==> config.mk <==
export PLATFORM = sky130hd
export DESIGN_NAME = sap_serial_port
export DESIGN_NICKNAME = d
export VERILOG_FILES = /design/src/sap_pkg.sv /design/src/sap_fifo.sv /design/src/sap_serial_port.sv
export SDC_FILE = /design/constraint.sdc
export NUM_CORES = 1
export LEC_CHECK = 0
export BUFFER_PORTS_ARGS = -buffer_cell sky130_fd_sc_hd__buf_4
export CAP_MARGIN = 40
export CORE_UTILIZATION = 60
export DETAILED_ROUTE_END_ITERATION = 10
export PLACE_DENSITY_LB_ADDON = 0.2
export SYNTH_ARGS = -nofsm -noshare
export SYNTH_HDL_FRONTEND = slang
export SYNTH_HIERARCHICAL = 1
export SYNTH_SLANG_ARGS = --single-unit
==> constraint.sdc <==
create_clock -name ref_clk_i -period 14.8 [get_ports ref_clk_i]
set_clock_uncertainty 0.05 [all_clocks]
set_input_delay 0.74 -clock ref_clk_i [delete_from_list [all_inputs] [get_ports ref_clk_i]]
set_output_delay 0.74 -clock ref_clk_i [all_outputs]
set_load 0.005 [all_outputs]
==> src/sap_pkg.sv <==
package sap_pkg;
   localparam int SAP_WORD_W = 24;
   localparam int SAP_FIFO_DEPTH = 8;
   localparam int SAP_INPUTS = 4;
   localparam int SAP_SYNC_STAGES = 2;
   localparam int SAP_STRAP_SAMPLES = 4;

   // Port control register field positions
   localparam int SAP_SYNC_FMT_LSB = 2;
   localparam int SAP_SYNC_FMT_MSB = 3;
   localparam int SAP_CONV_FMT_LSB = 9;
   localparam int SAP_CONV_FMT_MSB = 12;

   // Clock pair indices and reset defaults
   localparam logic [1:0] SAP_PAIR_SYNC_DEF = 2'h1;
   localparam logic [1:0] SAP_PAIR_SIX_DEF = 2'h0;
   localparam logic [1:0] SAP_PAIR_ST_DEF = 2'h2;
   localparam logic [1:0] SAP_PAIR_BAD = 2'h3;

   // Two-channel serial formats
   localparam logic [1:0] SAP_FMT_I2S = 2'h0;
   localparam logic [1:0] SAP_FMT_LJ = 2'h1;
   localparam logic [1:0] SAP_FMT_RJ = 2'h2;
   localparam logic [5:0] SAP_START_I2S = 6'h01;
   localparam logic [5:0] SAP_START_LJ = 6'h00;
   localparam logic [5:0] SAP_START_RJ = 6'h08;
   localparam logic [5:0] SAP_CNT_MAX = 6'h3f;

   // Per-input route codes
   localparam logic [1:0] SAP_ROUTE_SYNC = 2'h0;
   localparam logic [1:0] SAP_ROUTE_SIX = 2'h1;
   localparam logic [1:0] SAP_ROUTE_ST = 2'h2;
   localparam logic [1:0] SAP_ROUTE_OFF = 2'h3;
   localparam logic [7:0] SAP_ROUTE_DEF = 8'h00;

   // S/PDIF mux: 0 internal stream, 1..7 external pins
   localparam logic [2:0] SAP_SPDIF_INT = 3'h0;

   typedef enum logic [1:0] {
      SAP_ST_FILL = 2'b00,
      SAP_ST_SAMPLE = 2'b01,
      SAP_ST_DONE = 2'b10
   } sap_strap_t;
endpackage

==> src/sap_fifo.sv <==
`timescale 1ns/1ps
`default_nettype none
module sap_fifo #(
   parameter int WIDTH = 8,
   parameter int DEPTH = 8
) (
   input wire logic ref_clk_i,
   input wire logic resetn_i,
   input wire logic in_valid_i,
   output logic in_ready_o,
   input wire logic [WIDTH-1:0] in_data_i,
   output logic out_valid_o,
   input wire logic out_ready_i,
   output logic [WIDTH-1:0] out_data_o
);
   localparam int AW = $clog2(DEPTH);
   logic [WIDTH-1:0] mem_r [DEPTH];
   logic [AW-1:0] wr_r, wr_nxt, rd_r, rd_nxt;
   logic [AW:0] cnt_r, cnt_nxt;
   logic push, pop;

   assign in_ready_o = (cnt_r != (AW+1)'(DEPTH));
   assign out_valid_o = (cnt_r != '0);
   assign out_data_o = mem_r[rd_r];
   assign push = in_valid_i && in_ready_o;
   assign pop = out_valid_o && out_ready_i;

   always_comb begin
      wr_nxt = wr_r;
      rd_nxt = rd_r;
      cnt_nxt = cnt_r;
      if (push) begin
         wr_nxt = (wr_r == AW'(DEPTH-1)) ? '0 : wr_r + 1'b1;
      end
      if (pop) begin
         rd_nxt = (rd_r == AW'(DEPTH-1)) ? '0 : rd_r + 1'b1;
      end
      if (push && !pop) begin
         cnt_nxt = cnt_r + 1'b1;
      end else if (pop && !push) begin
         cnt_nxt = cnt_r - 1'b1;
      end
   end

   always_ff @(posedge ref_clk_i) begin
      if (!resetn_i) begin
         wr_r <= '0;
         rd_r <= '0;
         cnt_r <= '0;
      end else begin
         wr_r <= wr_nxt;
         rd_r <= rd_nxt;
         cnt_r <= cnt_nxt;
      end
   end

   // Storage needs no reset; validity is tracked by the count
   always_ff @(posedge ref_clk_i) begin
      if (push) begin
         mem_r[wr_r] <= in_data_i;
      end
   end
endmodule
`default_nettype wire

==> src/sap_serial_port.sv <==
// Functional notes
// - An input routed to either rate converter leaves the synchronous path and reaches the core only through that converter.
// - The synchronous input format comes from bits 3..2 of port control register 1.
// - Inputs routed to the rate converters take their format from bits 12..9 of that register.
// - The synchronous path may use any of the three clock pairs and defaults to pair 1.
// - The six-channel converter defaults to pair 0 and the stereo converter to pair 2, both reassignable.
// - An unused fourth data input serves as external S/PDIF input 0 to the output mux.
// - The six clock pins serve, when unused, as external S/PDIF inputs 1 to 6 in pin order.
// - A selected external S/PDIF input is passed to the output pin unchanged.
// - The serial output carries two channels in a format chosen by port control register 1.
// - The serial output always uses the synchronous path's clock pair.
// - After reset the output pin is sampled as an address strap on four consecutive master clocks.
// - The address select bit is the majority of those four samples.
// - The S/PDIF mux picks the internal stream or one of the external input pins.
`timescale 1ns/1ps
`default_nettype none
module sap_serial_port
   import sap_pkg::*;
#(
   parameter int WORD_W = SAP_WORD_W,
   parameter int FIFO_DEPTH = SAP_FIFO_DEPTH
) (
   input wire logic ref_clk_i,
   input wire logic resetn_i,
   input wire logic serial_in_a_i,
   input wire logic serial_in_b_i,
   input wire logic serial_in_c_i,
   input wire logic serial_in_d_i,
   input wire logic frame_clk_pair0_i,
   input wire logic bit_clk_pair0_i,
   input wire logic frame_clk_pair1_i,
   input wire logic bit_clk_pair1_i,
   input wire logic frame_clk_pair2_i,
   input wire logic bit_clk_pair2_i,
   input wire logic serial_out_main_i,
   output logic serial_out_main_o,
   output logic serial_out_main_oe_o,
   input wire logic [15:0] port_ctrl1_i,
   input wire logic cfg_load_i,
   input wire logic [1:0] cfg_sync_pair_i,
   input wire logic [1:0] cfg_six_pair_i,
   input wire logic [1:0] cfg_st_pair_i,
   input wire logic [7:0] cfg_route_i,
   input wire logic [2:0] cfg_spdif_sel_i,
   input wire logic spdif_int_i,
   output logic spdif_out_o,
   output logic [SAP_INPUTS*WORD_W-1:0] rx_data_o,
   output logic rx_chan_o,
   output logic [SAP_INPUTS-1:0] rx_mask_o,
   output logic rx_valid_o,
   input wire logic rx_ready_i,
   output logic rx_overrun_o,
   input wire logic [WORD_W-1:0] tx_left_i,
   input wire logic [WORD_W-1:0] tx_right_i,
   output logic tx_take_o,
   output logic [SAP_INPUTS-1:0] six_sdata_o,
   output logic six_frame_o,
   output logic six_bit_o,
   output logic [SAP_INPUTS-1:0] st_sdata_o,
   output logic st_frame_o,
   output logic st_bit_o,
   output logic [3:0] conv_fmt_o,
   output logic [1:0] sync_pair_o,
   output logic addr_strap_o,
   output logic strap_done_o
);
   localparam int NPIN = 11;
   localparam int FW = SAP_INPUTS*WORD_W + 1 + SAP_INPUTS;

   // Pins: [5:0] frame/bit clocks in pin order, [9:6] data a..d, [10] strap
   logic [NPIN-1:0] pin_raw, s1_r, s2_r;
   assign pin_raw = {serial_out_main_i, serial_in_d_i, serial_in_c_i, serial_in_b_i,
                     serial_in_a_i, bit_clk_pair2_i, frame_clk_pair2_i, bit_clk_pair1_i,
                     frame_clk_pair1_i, bit_clk_pair0_i, frame_clk_pair0_i};
   // No reset: the edge finder must start from the pins' real idle level,
   // or an idle-high bit clock shows a false rise right after reset
   always_ff @(posedge ref_clk_i) begin
      s1_r <= pin_raw;
      s2_r <= s1_r;
   end
   logic [5:0] clk_s;
   logic [SAP_INPUTS-1:0] din_s;
   logic [6:0] ext_s;
   assign clk_s = s2_r[5:0];
   assign din_s = s2_r[9:6];
   assign ext_s = {clk_s, din_s[3]};

   // Configuration state
   logic [1:0] sync_pair_r, sync_pair_nxt, six_pair_r, six_pair_nxt, st_pair_r, st_pair_nxt;
   logic [7:0] route_r, route_nxt;
   logic [2:0] spdif_sel_r, spdif_sel_nxt;
   logic [SAP_INPUTS-1:0] sync_mask, six_mask, st_mask;
   always_comb begin
      sync_pair_nxt = sync_pair_r;
      six_pair_nxt = six_pair_r;
      st_pair_nxt = st_pair_r;
      route_nxt = route_r;
      spdif_sel_nxt = spdif_sel_r;
      if (cfg_load_i) begin
         // Pair code 3 does not exist; such a load leaves the selection alone
         if (cfg_sync_pair_i != SAP_PAIR_BAD) sync_pair_nxt = cfg_sync_pair_i;
         if (cfg_six_pair_i != SAP_PAIR_BAD) six_pair_nxt = cfg_six_pair_i;
         if (cfg_st_pair_i != SAP_PAIR_BAD) st_pair_nxt = cfg_st_pair_i;
         route_nxt = cfg_route_i;
         spdif_sel_nxt = cfg_spdif_sel_i;
      end
      for (int i = 0; i < SAP_INPUTS; i++) begin
         sync_mask[i] = (route_r[2*i +: 2] == SAP_ROUTE_SYNC);
         six_mask[i] = (route_r[2*i +: 2] == SAP_ROUTE_SIX);
         st_mask[i] = (route_r[2*i +: 2] == SAP_ROUTE_ST);
      end
   end

   // Selected serial clocks of the synchronous path, shared with the output
   logic lr, bc, bc_prev_r, lr_prev_r, seen_r, rise, fall;
   logic [1:0] fmt;
   logic [5:0] start, cnt_r, cnt_nxt, pos, off;
   assign lr = clk_s[2*sync_pair_r];
   assign bc = clk_s[2*sync_pair_r+1];
   assign rise = bc && !bc_prev_r;
   assign fall = !bc && bc_prev_r;
   assign fmt = port_ctrl1_i[SAP_SYNC_FMT_MSB:SAP_SYNC_FMT_LSB];
   always_comb begin
      unique case (fmt)
         SAP_FMT_LJ: start = SAP_START_LJ;
         SAP_FMT_RJ: start = SAP_START_RJ;
         default: start = SAP_START_I2S; // Code 3 is taken as I2S
      endcase
   end

   // Receive
   logic [WORD_W-1:0] sh_r [SAP_INPUTS];
   logic [WORD_W-1:0] sh_nxt [SAP_INPUTS];
   logic seen_nxt, push, fifo_ready, overrun_nxt, overrun_r;
   logic [FW-1:0] push_word;
   logic in_win;
   always_comb begin
      cnt_nxt = cnt_r;
      seen_nxt = seen_r;
      push = 1'b0;
      sh_nxt = sh_r;
      pos = cnt_r;
      if (rise) begin
         if (lr != lr_prev_r) begin
            pos = '0;
            push = seen_r;
            seen_nxt = 1'b1;
         end else if (cnt_r != SAP_CNT_MAX) begin
            pos = cnt_r + 1'b1;
         end
         cnt_nxt = pos;
      end
      in_win = ({1'b0, pos} >= {1'b0, start}) &&
               ({1'b0, pos} < ({1'b0, start} + 7'(WORD_W)));
      if (rise && in_win) begin
         for (int i = 0; i < SAP_INPUTS; i++) begin
            sh_nxt[i] = {sh_r[i][WORD_W-2:0], din_s[i]};
         end
      end
      for (int i = 0; i < SAP_INPUTS; i++) begin
         push_word[i*WORD_W +: WORD_W] = sync_mask[i] ? sh_r[i] : '0;
      end
      push_word[SAP_INPUTS*WORD_W] = lr_prev_r;
      push_word[FW-1 -: SAP_INPUTS] = sync_mask;
      // The serial link cannot be stalled; a full FIFO drops the word
      overrun_nxt = overrun_r || (push && !fifo_ready);
   end

   logic [FW-1:0] fifo_out;
   sap_fifo #(.WIDTH(FW), .DEPTH(FIFO_DEPTH)) u_fifo (
      .ref_clk_i(ref_clk_i),
      .resetn_i(resetn_i),
      .in_valid_i(push),
      .in_ready_o(fifo_ready),
      .in_data_i(push_word),
      .out_valid_o(rx_valid_o),
      .out_ready_i(rx_ready_i),
      .out_data_o(fifo_out)
   );
   assign rx_data_o = fifo_out[SAP_INPUTS*WORD_W-1:0];
   assign rx_chan_o = fifo_out[SAP_INPUTS*WORD_W];
   assign rx_mask_o = fifo_out[FW-1 -: SAP_INPUTS];

   // Transmit: bits change on falling edges so the far end samples on rising ones
   logic [WORD_W-1:0] txl_r, txl_nxt, txr_r, txr_nxt;
   logic sdo_r, sdo_nxt, take_nxt, tx_win;
   logic [5:0] tpos;
   always_comb begin
      txl_nxt = txl_r;
      txr_nxt = txr_r;
      sdo_nxt = sdo_r;
      take_nxt = 1'b0;
      tpos = (lr != lr_prev_r) ? '0 : ((cnt_r == SAP_CNT_MAX) ? cnt_r : cnt_r + 1'b1);
      off = tpos - start;
      tx_win = (tpos >= start) && ({1'b0, tpos} < ({1'b0, start} + 7'(WORD_W)));
      if (fall) begin
         if (lr != lr_prev_r && !lr) begin
            txl_nxt = tx_left_i;
            txr_nxt = tx_right_i;
            take_nxt = 1'b1;
         end
         if (!tx_win) begin
            sdo_nxt = 1'b0;
         end else if (lr) begin
            sdo_nxt = txr_r[WORD_W-1-int'(off)];
         end else begin
            sdo_nxt = (lr != lr_prev_r) ? tx_left_i[WORD_W-1-int'(off)]
                                        : txl_r[WORD_W-1-int'(off)];
         end
      end
   end

   // Address strap: wait for the synchronisers to fill, then take four samples
   sap_strap_t st_r, st_nxt;
   logic [2:0] scnt_r, scnt_nxt, ones_r, ones_nxt;
   logic addr_r, addr_nxt;
   always_comb begin
      st_nxt = st_r;
      scnt_nxt = scnt_r;
      ones_nxt = ones_r;
      addr_nxt = addr_r;
      unique case (st_r)
         SAP_ST_FILL: begin
            scnt_nxt = scnt_r + 1'b1;
            if (scnt_r == 3'(SAP_SYNC_STAGES)) begin
               st_nxt = SAP_ST_SAMPLE;
               scnt_nxt = '0;
            end
         end
         SAP_ST_SAMPLE: begin
            ones_nxt = ones_r + {2'b00, s2_r[10]};
            scnt_nxt = scnt_r + 1'b1;
            if (scnt_r == 3'(SAP_STRAP_SAMPLES-1)) begin
               st_nxt = SAP_ST_DONE;
               // Strictly more than half; a tie resolves low
               addr_nxt = (ones_nxt > 3'(SAP_STRAP_SAMPLES/2));
            end
         end
         SAP_ST_DONE: begin
         end
         default: st_nxt = SAP_ST_FILL;
      endcase
   end

   logic spdif_nxt;
   assign spdif_nxt = (spdif_sel_r == SAP_SPDIF_INT) ? spdif_int_i
                                                    : ext_s[spdif_sel_r - 3'h1];

   always_ff @(posedge ref_clk_i) begin
      bc_prev_r <= bc;
      if (!resetn_i) begin
         sync_pair_r <= SAP_PAIR_SYNC_DEF;
         six_pair_r <= SAP_PAIR_SIX_DEF;
         st_pair_r <= SAP_PAIR_ST_DEF;
         route_r <= SAP_ROUTE_DEF;
         spdif_sel_r <= SAP_SPDIF_INT;
         lr_prev_r <= 1'b0;
         seen_r <= 1'b0;
         cnt_r <= '0;
         overrun_r <= 1'b0;
         txl_r <= '0;
         txr_r <= '0;
         sdo_r <= 1'b0;
         tx_take_o <= 1'b0;
         st_r <= SAP_ST_FILL;
         scnt_r <= '0;
         ones_r <= '0;
         addr_r <= 1'b0;
         spdif_out_o <= 1'b0;
         six_sdata_o <= '0;
         st_sdata_o <= '0;
         six_frame_o <= 1'b0;
         six_bit_o <= 1'b0;
         st_frame_o <= 1'b0;
         st_bit_o <= 1'b0;
         conv_fmt_o <= '0;
         for (int i = 0; i < SAP_INPUTS; i++) sh_r[i] <= '0;
      end else begin
         sync_pair_r <= sync_pair_nxt;
         six_pair_r <= six_pair_nxt;
         st_pair_r <= st_pair_nxt;
         route_r <= route_nxt;
         spdif_sel_r <= spdif_sel_nxt;
         if (rise) lr_prev_r <= lr;
         seen_r <= seen_nxt;
         cnt_r <= cnt_nxt;
         overrun_r <= overrun_nxt;
         txl_r <= txl_nxt;
         txr_r <= txr_nxt;
         sdo_r <= sdo_nxt;
         tx_take_o <= take_nxt;
         st_r <= st_nxt;
         scnt_r <= scnt_nxt;
         ones_r <= ones_nxt;
         addr_r <= addr_nxt;
         spdif_out_o <= spdif_nxt;
         six_sdata_o <= din_s & six_mask;
         st_sdata_o <= din_s & st_mask;
         six_frame_o <= clk_s[2*six_pair_r];
         six_bit_o <= clk_s[2*six_pair_r+1];
         st_frame_o <= clk_s[2*st_pair_r];
         st_bit_o <= clk_s[2*st_pair_r+1];
         conv_fmt_o <= port_ctrl1_i[SAP_CONV_FMT_MSB:SAP_CONV_FMT_LSB];
         sh_r <= sh_nxt;
      end
   end

   assign serial_out_main_o = sdo_r;
   assign serial_out_main_oe_o = (st_r == SAP_ST_DONE);
   assign strap_done_o = (st_r == SAP_ST_DONE);
   assign addr_strap_o = addr_r;
   assign rx_overrun_o = overrun_r;
   assign sync_pair_o = sync_pair_r;
endmodule
`default_nettype wire

== Word-level counts from Yosys, hierarchy flattened ==
Memory sizes are Yosys's and may differ from the RTL's. A register that Yosys moved wholly into a read port is not among the register bits.
Cells that the tools add are included.

* $add $sub $neg: 14
* Multipliers: 0
* Divide/modulo/power cells: 0
* $lt $le $gt $ge: 13
* Equal/unequal tests: 25
* Shifts and indexed selects: 0
* Muxes and demuxes: 53
* Bitwise gates (word level): 3
* Reduce and logical (&&, ||, !) cells: 35

{| class="wikitable"
|+ Operators by type and width
! operator !! number
|-
| 24-bit two-way mux || 4
|-
| 6-bit two-way mux || 5
|-
| 1-bit two-way mux || 22
|-
| 3-bit by 4-bit less-than comparator with 1-bit output (second input constant) || 4
|-
| 1-bit binary-select mux with 5-bit select || 3
|-
| 3-bit two-way mux || 5
|-
| 6-bit by 7-bit less-than comparator with 1-bit output || 2
|-
| 2-bit AND reduction || 7
|-
| 3-bit by 1-bit adder with 4-bit output (second input constant) || 3
|-
| 1-bit binary-select mux with 3-bit select || 4
|-
| 2-bit by 1-bit == test with 1-bit output (second input constant) || 6
|-
| 2-bit == test (second input constant) || 6
|-
| 6-bit >= comparator || 2
|-
| 4-bit less-than comparator (second input constant) || 3
|-
| 1-bit logical AND || 11
|-
| 2-bit zero test || 5
|-
| 2-bit inequality test (second input constant) || 5
|-
| 3-bit by 1-bit adder with 3-bit output (second input constant) || 3
|-
| 4-bit bitwise AND || 2
|-
| 4-bit two-way mux || 2
|-
| 4-bit case mux with 2 select lines || 1
|-
| 6-bit by 5-bit adder with 7-bit output (second input constant) || 1
|-
| 7-bit less-than comparator (second input constant) || 1
|-
| 5-bit by 6-bit subtractor with 7-bit output (first input constant) || 1
|-
| other kinds (24) || 35
|}

* Flip-flop bits (word level): 231
* Bits in latches: 0
* Memory bits (writable): 808
* Memory bits (read-only): 0
* Input bits: 97
* Logic and storage cells: 179
* Memories: 1

{| class="wikitable"
|+ Memories
! memory !! words !! bits a word !! rd ports !! clocked after Yosys merged registers in !! wr ports !! line !! source
|-
| u_fifo.mem_r || 8 || 101 || 1 || 1 || 1 || sap_fifo.sv:17 || <nowiki>logic [WIDTH-1:0] mem_r [DEPTH];</nowiki>
|}

== Depth between registers and ports, before layout ==
* Depth after elaboration: 12
* Depth in mapped cells: 18
* Mapped depth without buffers: 15

== Cells and area by module ==
Netlist, hierarchy kept.

{| class="wikitable"
|+ By module, submodules not included
! module !! instances !! cells an instance !! area each (µm²) !! sequential area each (µm²)
|-
| sap_fifo || 1 || 1,242 || 31,099.8 || 24,523.5
|-
| sap_serial_port || 1 || 997 || 9,546.7 || 4,424.2
|}

== Worst setup path before layout ==
No wires, ideal clock.

* Path kind: register to register
* Start point: register sync_pair_r[0], in the netlist sync_pair_o[0]
* End point: memory u_fifo/mem_r[0][0] in the netlist's numbering (enable)
* Library setup time: 0.809 ns
* Data arrival time: 11.417 ns
* Path slack: 2.524 ns
* Cell stages (with the launch flop): 9
* Path buffers: 1
* Cell sequence: dfxtp_1 > and2b_1 > a21oi_1 > ha_1 > buf_2 > inv_1 > and3_1 > nand2_1 > nor4_1

* Word-level cells in the longest chain between the ends: 8
* Elaborated cells between the ends (all ways): 12
* Those cells by class: add/sub: 1; eq/ne: 1; mux: 8; reduce/logical: 2

{| class="wikitable"
|+ RTL lines
! element !! line !! source
|-
| start, declared || sap_serial_port.sv:89 || <nowiki>logic [1:0] sync_pair_r, sync_pair_nxt, six_pair_r, six_pair_nxt, st_pair_r, st_pair_nxt;</nowiki>
|-
| start signal, assigned || sap_serial_port.sv:279 || <nowiki>sync_pair_r <= sync_pair_nxt;</nowiki>
|-
| 3-bit by 1-bit adder with 4-bit output or 1-bit binary-select mux with 2-bit select (tied branches) || sap_serial_port.sv:119, sap_serial_port.sv:118 ||
|-
| 1-bit binary-select mux with 3-bit select or 1-bit two-way mux (tied branches) || sap_serial_port.sv:119, sap_serial_port.sv:118 ||
|-
| 1-bit two-way mux (implied by the code) or 1-bit inequality test (tied branches) || sap_serial_port.sv:119, sap_serial_port.sv:144 ||
|-
| 1-bit logical AND or 1-bit two-way mux (tied branches) || sap_serial_port.sv:120, sap_serial_port.sv:144 ||
|-
| 1-bit two-way mux * || sap_serial_port.sv:143 || <nowiki>if (rise) begin</nowiki>
|-
| via push || sap_serial_port.sv:134 || <nowiki>logic seen_nxt, push, fifo_ready, overrun_nxt, overrun_r;</nowiki>
|-
| 1-bit logical AND * || sap_fifo.sv:25 || <nowiki>assign push = in_valid_i && in_ready_o;</nowiki>
|-
| 1-bit two-way mux * || sap_fifo.sv:59 || <nowiki>if (push) begin</nowiki>
|-
| 1-bit two-way mux (implied by the code) * || sap_fifo.sv:60 || <nowiki>mem_r[wr_r] <= in_data_i;</nowiki>
|-
| end, declared || sap_fifo.sv:17 ||
|}

Mark *: on every way through the listed nets, which the timed path passes. The rest lies on a longest branch. The select of a mux whose other input is x is not followed.

==> impl_metrics.toml <==
[setup_path]
critPathMaxStageDelay_ns = 0.81
critPathMaxFanout = 41
cpMostUsedCell = "buf_4"
path_buf_inv = 5
cp-start-kind = "register"
cp_top_family = "buffers and inverters"
worstSetupPathType = "register to primary output"
cp-end-kind = "primary output"
worstPathArrival_ns = 4.86
slowest_stage = "dfxtp_4"
required_ns = 14.01
path_cells = "buf_4 > buf_4 > buf_4 > buf_12 > mux4_2 > mux2_2 > buf_4"

[clocking]
cts_made_buffers = 100
h-tree-depth = 3
cts.sinks = 1042
clk_latency_ns = 0.66
cts_tree = "yes"
clkTransAtPathRegs_ns = 0.06
clockRootBuffer = "clkbuf_16"
cts_hold_buffers = 0
cts_resized = 0
cts_max_path_buffers = 3
cts_setup_buffers = 0

[layout]
syn2layout_area_growth_pct = 14.3
layout_common_cells = "edfxtp_1, buf_4, dfxtp_1"
n_antenna_cell = 0
fin_area_um2 = 46500
fin_cells = 3443
final_layout_size_suffix_gt1_share_pct = 29.2
layout_commonest_cell = "edfxtp_1"
postLayoutCoreUtil_pct = 69.3
final_nets = 2609

[place]
port-buffer-count = 213
globalplace.congestion = 0.807
preCtsSetupSlack_ns = 9.61
place.detailed.hpwl_mm = 45.8
place_area_um2 = 43200
dpl.cell_count = 3254

[pwr]
leakagePower_nw = 16.5
powerDensity_nw_per_um2 = 144
ir_worst_vdd_uv = 98.5
power_mw = 6.71

[grt]
groute.usage.overall_pct = 23.9
grt_pass1_wl_mm = 125
grt_max_degree = 102
grt_pass1_vias = 21500
grt_overflow = 0
grt_antenna_before_repair = 2

[yosys]
syn_nets = 2365
synth_xor_area_share_pct = 0.255
async_flop_share_pct = 0
synth-simple-area-share_pct = 5.00
ys_dominant_reg_cell = "edfxtp_1"
ys_warn_count = 6
ys_seq_area_share_pct = 71.2
synth_cell_types = 58
synth_seq_cells = 1042
syn_inst = 2239
synth-edff-count = 808
synthMuxAreaShare_pct = 18.6
synth_area_um2 = 40600
yosys.area_share.adder_pct = 0.911
synth.avg_cell_area_um2 = 18.2
synth_top_cell_by_area = "edfxtp_1"
yosys-top-cells-area = "edfxtp_1, mux4_2, dfxtp_1, mux2i_1, mux2_2"
synth-compound-area-share_pct = 1.95
synth_top_cell_area_share_pct = 59.7
synth_top_family_by_area = "multiplexers"

[detailed_routing]
via_count = 20500
drtIter0Drc = 1319
wire_per_inst_um = 23.5
wl_met3_mm = 4.80
wl_met2_mm = 41.4
postRouteWirelength_mm = 81.0
first_pass_iters = 5
wl_met1_mm = 33.3
antenna_left = 0
viasPerCell = 5.95
drc = 0
top_layer_used = "met5"

[timing]
post-route-period-util_pct = 38.2
finalHoldViolCount = 0
worst_slew_pin_slew_ns = 0.929
slew_headroom_pct = 38.0
fin_tns_setup_ns = 0
final_max_slew_viol_count = 0
rsz0062_at_grt = "false"
layout_min_cycle_time_ns = 5.65
hold_ws_ns = 0.146
clock.fmax_mhz = 177
setup-violations-final = 0
layout_setup_ws_ns = 9.15

[floorplan]
fp.dieH_um = 262
start_util_pct = 60.6
core_um2 = 67000
die_w_um = 262
dieArea_um2 = 68800
ios = 224
rows = 95

[job]
cap_viol_max_count = 0

[worst_hold_path]
hold_class = "input port to register"

[outcome]
status = "completed"
[final timing paths]
check                                       start       endpoint  slack, ns  depth (start not counted)
worst max register to register     sync_pair_o[0]       sh_r[28]      10.23                         14
worst max-delay path                     register  rx_data_o[48]       9.15                          7
worst min-delay path            serial_out_main_i       s1_r[10]       0.15                          1
worst min register to register            s1_r[1]        s2_r[1]       0.28                          0
[sequential cells by signal, summed over array words and instances (netlist names), 6 cells and up, named ones only]
register	flops
route_r	8
txl_r	24
s1_r	11
s2_r	11
txr_r	24
u_fifo/mem_r	808
cnt_r	6
sh_r	96
[logic make-up (layout without fill, tap and decap cells)]
group	Yosys count	after routing
flip-flops	1042	1042
multiplexers	456	456
AND/OR/NAND/NOR	437	437
buffers and inverters	145	476
AO/OA/AOI/OAI	119	119
adder cells (fa/ha/maj)	29	29
XOR/XNOR	11	11
[final cells by class]
class	count	area [um2]
sequential	1042	29000
fill	4314	20600
multi-input combinational	1052	10900
clock buffer	141	2800
timing repair buffer	261	2140
tap	873	1090
clock inverter	48	464
inverter	26	100
[synthesized netlist by cell type (2+ instances only)]
library cell,count
ha_1,28
nand3b_1,3
buf_4,7
mux2i_1,132
a21oi_1,50
inv_1,25
dfxtp_1,234
a21boi_0,19
xor2_1,4
buf_6,15
edfxtp_1,808
o311ai_1,2
nor3_1,8
nand2b_1,3
o31ai_1,3
or3_1,3
nand2_1,132
nor3b_1,9
and2_1,105
mux2_2,81
mux4_2,222
o21ai_0,9
nand3_1,10
xnor2_1,6
buf_12,6
a21o_1,2
a21boi_1,5
buf_2,10
and3_1,3
a211oi_1,3
buf_8,5
a311oi_1,2
nor2_1,149
a31oi_1,8
mux2_4,21
clkbuf_1,56
nor2b_1,7
o221a_2,4
buf_1,20
a31o_2,2
[per-layer routing]
metal	vias up	track usage (%)
met1	10600	31.4
met2	605	41.2
li1	9194	-
met4	2	6.77
met3	94	4.17
met5	-	0
[worst reg2reg max path, stage by stage (launching register included)]
cell and delay (ns):
dfxtp_1 0.45, and2b_1 0.26, a21oi_1 0.43, ha_1 0.41
inv_1 0.21, a311oi_2 0.51, nand3_1 0.21, nand2_1 0.11
ha_1 0.25, a21o_1 0.16, a211oi_1 0.38, o311ai_4 0.17
buf_4 0.43, mux2i_1 0.34, nor2_1 0.07
[power by group]
part	total, mW	switching [mW]	internal (mW)
Sequential	3.20	0.0586	3.15
Combinational	0.990	0.439	0.552
Clock	2.51	1.05	1.46
Total	6.71	1.55	5.16
Power figures use the tool's default switching activity.
